## config.mk

```make
export PLATFORM = sky130hd
export DESIGN_NAME = aewc_top
export DESIGN_NICKNAME = d
export VERILOG_FILES = /design/src/hw/aewc_wave_sel.v /design/src/hw/aewc_top.v
export VERILOG_INCLUDE_DIRS = /design/src /design/src/hw
export SDC_FILE = /design/constraint.sdc
export NUM_CORES = 1
export LEC_CHECK = 0
export BUFFER_PORTS_ARGS = -buffer_cell sky130_fd_sc_hd__buf_2
export CAP_MARGIN = 20
export CELL_PAD_IN_SITES_DETAIL_PLACEMENT = 0
export CELL_PAD_IN_SITES_GLOBAL_PLACEMENT = 1
export CORE_ASPECT_RATIO = 0.8
export CORE_MARGIN = 2
export CORE_UTILIZATION = 35
export DETAILED_ROUTE_END_ITERATION = 12
export PLACE_DENSITY = 0.76
export SLEW_MARGIN = 0
export SYNTH_ARGS = -nofsm -noshare
export SYNTH_HDL_FRONTEND = slang
export SYNTH_SLANG_ARGS = --single-unit
```

## constraint.sdc

```tcl
create_clock -name CLK -period 16.1 [get_ports CLK]
set_input_delay 1.61 -clock CLK [delete_from_list [all_inputs] [get_ports CLK]]
set_output_delay 1.61 -clock CLK [all_outputs]
set_load 0.02 [all_outputs]
```

## src/hw/aewc_defs.vh

```
// Constants for the automatic display-write command decoder.
// Included by the design files; holds definitions only.
`ifndef AEWC_DEFS_VH
`define AEWC_DEFS_VH

`define AEWC_CMD_WAVE4      8'h06
`define AEWC_CMD_WAVE5      8'h07
`define AEWC_WAVE4_ID       3'h4
`define AEWC_WAVE5_ID       3'h5
`define AEWC_SEG_BITS       256
`define AEWC_IDX_W          5
`define AEWC_LAST_IDX       5'h1F
`define AEWC_MODE_NORMAL    2'h0
`define AEWC_MODE_INVERT    2'h1
`define AEWC_MODE_ALL_WHITE 2'h2
`define AEWC_MODE_ALL_BLACK 2'h3
`define AEWC_SRC_PARAM      2'h0
`define AEWC_SRC_FLASH      2'h1
`define AEWC_SRC_TEMP       2'h2

`endif

```

## src/hw/aewc_wave_sel.v

```verilog
// Drive waveform source selection for an automatic write.
// Assumes all inputs are stable registered levels on one clock.
`timescale 1ns/1ns
`include "aewc_defs.vh"

module aewc_wave_sel
(
    input  wire       flash_disable,
    input  wire       secondary_pin,
    input  wire       auto_temp_select_on,
    input  wire [2:0] fixed_wave,
    input  wire [2:0] temp_wave,
    output reg  [1:0] wave_source,
    output reg  [2:0] wave_id
);

    always @*
    begin
        if (flash_disable)
        begin
            wave_source = `AEWC_SRC_PARAM;
            wave_id     = 3'h0;
        end
        else if (secondary_pin || !auto_temp_select_on)
        begin
            wave_source = `AEWC_SRC_FLASH;
            wave_id     = fixed_wave;
        end
        else
        begin
            wave_source = `AEWC_SRC_TEMP;
            wave_id     = temp_wave;
        end
    end

endmodule

```

## src/hw/aewc_top.v

```verilog
// Automatic display-write command decoder: command 0x06/0x07, segment data, update launch.
// Assumes the command interface delivers bytes on CLK with one-cycle strobes.
// Settings, range and standby are levels on CLK; only the chip-select pin is foreign.
`timescale 1ns/1ns
`include "aewc_defs.vh"

module aewc_top
(
    input  wire         CLK,
    input  wire         RSTN,
    input  wire         CMD_VALID,
    input  wire [7:0]   CMD_BYTE,
    input  wire         PARAM_VALID,
    input  wire [7:0]   PARAM_BYTE,
    input  wire         STANDBY,
    input  wire [4:0]   RANGE_START_INDEX,
    input  wire [4:0]   RANGE_END_INDEX,
    input  wire         FLASH_DISABLE,
    input  wire         SECONDARY_CHIP_SELECT_PIN,
    input  wire         AUTO_TEMP_SELECT_ON,
    input  wire [2:0]   TEMP_WAVE_ID,
    input  wire [1:0]   DISPLAY_POLARITY_MODE,
    output reg          UPDATE_START,
    output reg  [1:0]   WAVE_SOURCE,
    output reg  [2:0]   WAVE_ID,
    output reg          BUSY,
    output wire [255:0] NEXT_SEGMENT_BITS,
    output reg  [255:0] SEGMENT_BLACK
);

    //--------------------------------------------------
    // Reset release and pin synchronisers
    //--------------------------------------------------
    reg        rst_meta_reg;
    reg        rst_n_reg;
    reg        pin_meta_reg;
    reg        pin_sync_reg;

    always @(posedge CLK or negedge RSTN)
    begin
        if (!RSTN)
        begin
            rst_meta_reg <= 1'b0;
            rst_n_reg    <= 1'b0;
        end
        else
        begin
            rst_meta_reg <= 1'b1;
            rst_n_reg    <= rst_meta_reg;
        end
    end

    always @(posedge CLK or negedge rst_n_reg)
    begin
        if (!rst_n_reg)
        begin
            pin_meta_reg <= 1'b0;
            pin_sync_reg <= 1'b0;
        end
        else
        begin
            pin_meta_reg <= SECONDARY_CHIP_SELECT_PIN;
            pin_sync_reg <= pin_meta_reg;
        end
    end

    //--------------------------------------------------
    // Command capture and parameter loading
    //--------------------------------------------------
    localparam ST_IDLE = 1'b0;
    localparam ST_LOAD = 1'b1;

    reg  [255:0] next_segment_bits_reg;
    reg  [4:0]   param_idx_reg;
    reg          state_reg;
    reg          state_next;
    reg  [2:0]   fixed_wave_reg;
    wire [1:0]   sel_source;
    wire [2:0]   sel_wave;
    wire         is_wave4;
    wire         is_wave5;
    wire         is_write;
    wire         launch;
    wire         in_range;
    wire         last_param;

    assign is_wave4   = CMD_BYTE == `AEWC_CMD_WAVE4;
    assign is_wave5   = CMD_BYTE == `AEWC_CMD_WAVE5;
    assign is_write   = is_wave4 || is_wave5;
    assign in_range   = (param_idx_reg >= RANGE_START_INDEX) && (param_idx_reg <= RANGE_END_INDEX);
    assign last_param = param_idx_reg == RANGE_END_INDEX;
    assign launch     = PARAM_VALID && !CMD_VALID && (state_reg == ST_LOAD) &&
                        (last_param || (param_idx_reg == `AEWC_LAST_IDX));

    aewc_wave_sel u_wave_sel
    (
        .flash_disable       (FLASH_DISABLE),
        .secondary_pin       (pin_sync_reg),
        .auto_temp_select_on (AUTO_TEMP_SELECT_ON),
        .fixed_wave          (fixed_wave_reg),
        .temp_wave           (TEMP_WAVE_ID),
        .wave_source         (sel_source),
        .wave_id             (sel_wave)
    );

    //--------------------------------------------------
    // Write state: idle or loading parameters
    //--------------------------------------------------
    always @*
    begin
        case (state_reg)
            ST_IDLE:
            begin
                if (CMD_VALID && STANDBY && is_write)
                    state_next = ST_LOAD;
                else
                    state_next = ST_IDLE;
            end
            ST_LOAD:
            begin
                // Any command restarts or aborts the pending write
                if (CMD_VALID)
                    state_next = (STANDBY && is_write) ? ST_LOAD : ST_IDLE;
                else if (launch)
                    state_next = ST_IDLE;
                else
                    state_next = ST_LOAD;
            end
            default:
            begin
                state_next = ST_IDLE;
            end
        endcase
    end

    always @(posedge CLK or negedge rst_n_reg)
    begin
        if (!rst_n_reg)
        begin
            next_segment_bits_reg <= {256{1'b0}};
            param_idx_reg         <= 5'h00;
            state_reg             <= ST_IDLE;
            fixed_wave_reg        <= 3'h0;
            UPDATE_START          <= 1'b0;
            WAVE_SOURCE           <= 2'h0;
            WAVE_ID               <= 3'h0;
            BUSY                  <= 1'b0;
        end
        else
        begin
            UPDATE_START <= 1'b0;
            state_reg    <= state_next;
            BUSY         <= (state_next == ST_LOAD);
            if (CMD_VALID)
            begin
                // New command restarts the parameter index
                param_idx_reg <= RANGE_START_INDEX;
                fixed_wave_reg <= is_wave4 ? `AEWC_WAVE4_ID : `AEWC_WAVE5_ID;
            end
            else if (PARAM_VALID && (state_reg == ST_LOAD))
            begin
                if (in_range)
                begin
                    // Byte n fills bits 8n+7:8n, others untouched
                    next_segment_bits_reg[{param_idx_reg, 3'b000} +: 8] <= PARAM_BYTE;
                end
                if (launch)
                begin
                    UPDATE_START <= 1'b1;
                    WAVE_SOURCE  <= sel_source;
                    WAVE_ID      <= sel_wave;
                end
                else
                begin
                    param_idx_reg <= param_idx_reg + 5'h01;
                end
            end
        end
    end

    assign NEXT_SEGMENT_BITS = next_segment_bits_reg;

    //--------------------------------------------------
    // Segment colour per display mode
    //--------------------------------------------------
    always @(posedge CLK or negedge rst_n_reg)
    begin
        if (!rst_n_reg)
        begin
            SEGMENT_BLACK <= {256{1'b0}};
        end
        else
        begin
            case (DISPLAY_POLARITY_MODE)
                `AEWC_MODE_NORMAL:    SEGMENT_BLACK <= next_segment_bits_reg;
                `AEWC_MODE_INVERT:    SEGMENT_BLACK <= ~next_segment_bits_reg;
                `AEWC_MODE_ALL_WHITE: SEGMENT_BLACK <= {256{1'b0}};
                `AEWC_MODE_ALL_BLACK: SEGMENT_BLACK <= {256{1'b1}};
                default:              SEGMENT_BLACK <= {256{1'b0}};
            endcase
        end
    end

endmodule

```

==> summary.md <==
| Metric | Value |
|---|---|
| Critical path origin | param_idx_reg[0]$_DFFE_PN0P_ |
| Worst EP required | 16560 ps |
| RSZ-0062 raised after global routing | false |
| Number of global-route vias before repair | 15307 |
| Final Skew | between 15 and 20 ps |
| Post-synth top area share | 0.579 |
| Post-CTS setup buffers | 0 |
| Largest cells by area after synthesis | dfrtp_1 58%, mux2_2 11%, xnor2_1 9.9% |
| Synthesis Warnings | 0 |
| Routed Antenna Nets | 0 |
| Layout cells sized above 1 | 0.419 |
| Fmax | 249 MHz |
| Final HPWL from detailed placement | 51300 um |
| DIE AREA | 0.0676 mm^2 |
| Filler instances | 5933 |
| Critical path fanouts, max | 32 |
| Worst r2r src | param_idx_reg[0]$_DFFE_PN0P_ |
| Count leader, synth | dfrtp_1 |
| Die W | just under 300 um |
| Fin area | roughly 0.028 mm^2 |
| Fin crit period | between 4000 and 5000 ps |
| Clk pin slew, worst setup/hold paths | approximately 70 ps |
| Post-synth EDFFs | 0 |
| # DRC | 0 |
| Vias per cell | 4.73 |
| Via count | ~15000 |
| Maximum clock insertion buffer count | 3 |
| Reg2reg setup slack | between 10000 and 15000 ps |
| Layout Nets | roughly 2300 |
| MaxCap Viol Count | 0 |
| CTS Buf Count | 55 |
| Final std cells w/o fill | around 3200 |
| Pins Over Slew Limit | 0 |
| FF-to-FF End | NEXT_SEGMENT_BITS[37]$_DFFE_PN0P_ |
| Synth Flop Type | dfrtp_1 |
| IO Port Bufs | about 560 |
| Critical Setup Path Class | flip-flop to flip-flop |
| Pwr Density | 106 mW/mm^2 |
| # resized after CTS | 0 |
| Top Ports | around 560 |
| Outcome | finished, final reports clean |
| Max VDD drop | approximately 0.06 mV |
| Clk root buf | clkbuf_16 |
| Asr flop ratio synth | 1.00 |
| Slew @ Worst Pin | about 1100 ps |
| Synthesized Nets | ~1800 |
| Core Util, Final | 0.442 |
| Post-Syn Area | ~0.023 mm^2 |
| Placed Cells incl. Taps | a little over 3000 |
| Initial antenna violation count | 6 |
| Min Hold Slack | roughly 140 ps |
| Starting Density | 0.355 |
| LEAKAGE | roughly 14 nW |
| Die Ht | approximately 230 um |
| Startpoint Class | flip-flop |
| Area delta synth->final | 24.3% |
| Setup TNS | 0 ps |
| Worst setup EP type | flip-flop |
| Core box area | roughly 0.064 mm^2 |
| Largest area contributor in the netlist | dfrtp_1 |
| Final setup violation count | 0 |
| Seq/Total Area, Yosys | 0.579 |
| 1st-pass router iterations | 5 |
| Hold Vio Cnt, Final | 0 |
| Htree depth | 2 |
| Synthesized netlist cell count | 1760 |
| Max transition margin | 0.276 |
| GRT Overall Usage | 0.212 |
| Clock latency on the worst-skew pair | approximately 590 ps |
| Initial DRC count | around 850 |
| Grt ovf | 0 |
| Total Wirelength | approximately 73000 um |
| CTS tree | done |
| Hold_buf cts | 0 |
| Fin crit share | 0.249 |
| Dpl cell area | roughly 0.027 mm^2 |
| RePlAce Congestion | 0.840 |
| Top post-synthesis cells by count | 530 x dfrtp_1, 260 x nand2b_1, 258 x xnor2_1, 232 x mux2_2, 107 x nor2_1 |
| Arrival @ worst endpoint | ~4500 ps |
| Largest net degree at the start of global routing | roughly 140 |
| Yosys cell types | 58 |
| Mapped Avg Cell Area | ~13 um^2 |
| # rows | between 80 and 90 |
| Wire per inst | approximately 23 um |
| #FFs+latches synth | 530 |
| First-pass GRT wire length | approximately 110000 um |
| Sink Count | between 500 and 600 |
| Hold crit path type | flip-flop to asynchronous set/reset pin |
| Cells on worst reg2reg path | 9 |
## power by group
part / switching (mW) / internal [mW]
sequential: 0.0176 / 1.37
clock: 0.538 / 0.811
combinational: 0.207 / 0.0848
total: 0.763 / 2.26
## placed cells by master (no fill, tap or decap), drive strengths merged, types with 2 or more instances in the layout
cell / count
clkinv: 5
a22oi: 2
bufinv: 9
clkinvlp: 3
nor2: 110
a21oi: 9
xnor2: 259
nor3: 29
o21ai: 12
or4: 2
and2: 44
nand3: 13
nor2b: 7
ha: 16
nor4: 3
xor2: 6
nand2b: 260
nand2: 62
o41ai: 3
diode: 2
mux2i: 7
inv: 14
mux2: 256
dfrtp: 530
or2: 2
nand3b: 3
clkbuf: 74
and3: 3
buf: 574
## stage by stage
| stage | worst slack, ps | total power [mW] |
|---|---|---|
| after floorplan | 234 | 1.60 |
| after global routing | 11940 | 3.14 |
| after global placement | 11560 | 1.70 |
| after CTS | 12110 | 3.06 |
| after detailed placement | 11570 | 1.70 |
| final | 12080 | 3.02 |
## per-layer routing
layer,share of wire,GRT usage
met5,0,0
met2,0.47,0.336
met3,0.078,0.0566
met1,0.44,0.290
met4,0.020,0.0503
## worst max-delay path by stage
stage / to / slack, ps
floorplan: NEXT_SEGMENT_BITS[0]$_DFFE_PN0P_ / 230
global placement: NEXT_SEGMENT_BITS[100]$_DFFE_PN0P_ / 11560
detailed placement: NEXT_SEGMENT_BITS[101]$_DFFE_PN0P_ / 11570
CTS: NEXT_SEGMENT_BITS[101]$_DFFE_PN0P_ / 12110
global route: NEXT_SEGMENT_BITS[97]$_DFFE_PN0P_ / 11940
finish: NEXT_SEGMENT_BITS[37]$_DFFE_PN0P_ / 12080
## critical path, cell delays in order (launching register included)
cell       delay, ps
dfrtp_1          770
inv_1            360
ha_1             370
nand2b_1         100
nand3_1           90
a211oi_1         370
o2bb2ai_4        100
buf_4            360
nor3_4           890
mux2_2           420
## cell families (layout without fill, tap and decap cells)
| group | after synthesis | count (layout) | share of synthesized area |
|---|---|---|---|
| other | 1 | 3 | 0.000164 |
| and+or+nand+nor | 544 | 544 | 0.147 |
| muxes | 263 | 263 | 0.133 |
| xor gates and xnor gates | 265 | 265 | 0.103 |
| buffers and inverters | 111 | 679 | 0.0207 |
| DFF | 530 | 530 | 0.579 |
| adders and majority gates | 16 | 16 | 0.00873 |
| AOI/OAI and AO/OA | 30 | 30 | 0.00928 |
## area by class of cell
type                       instances  area (um^2)  share of cell area
sequential                       530        13300               0.466
timing repair buffer             574         2970               0.104
antenna                            2         5.00            0.000176
clock inverter                    20          348              0.0122
multi-input combinational       1119         9260               0.325
tap                              850         1060              0.0373
inverter                          11         41.3             0.00145
clock buffer                      74         1540              0.0540
No activity file was read; power rests on OpenSTA's default activity.
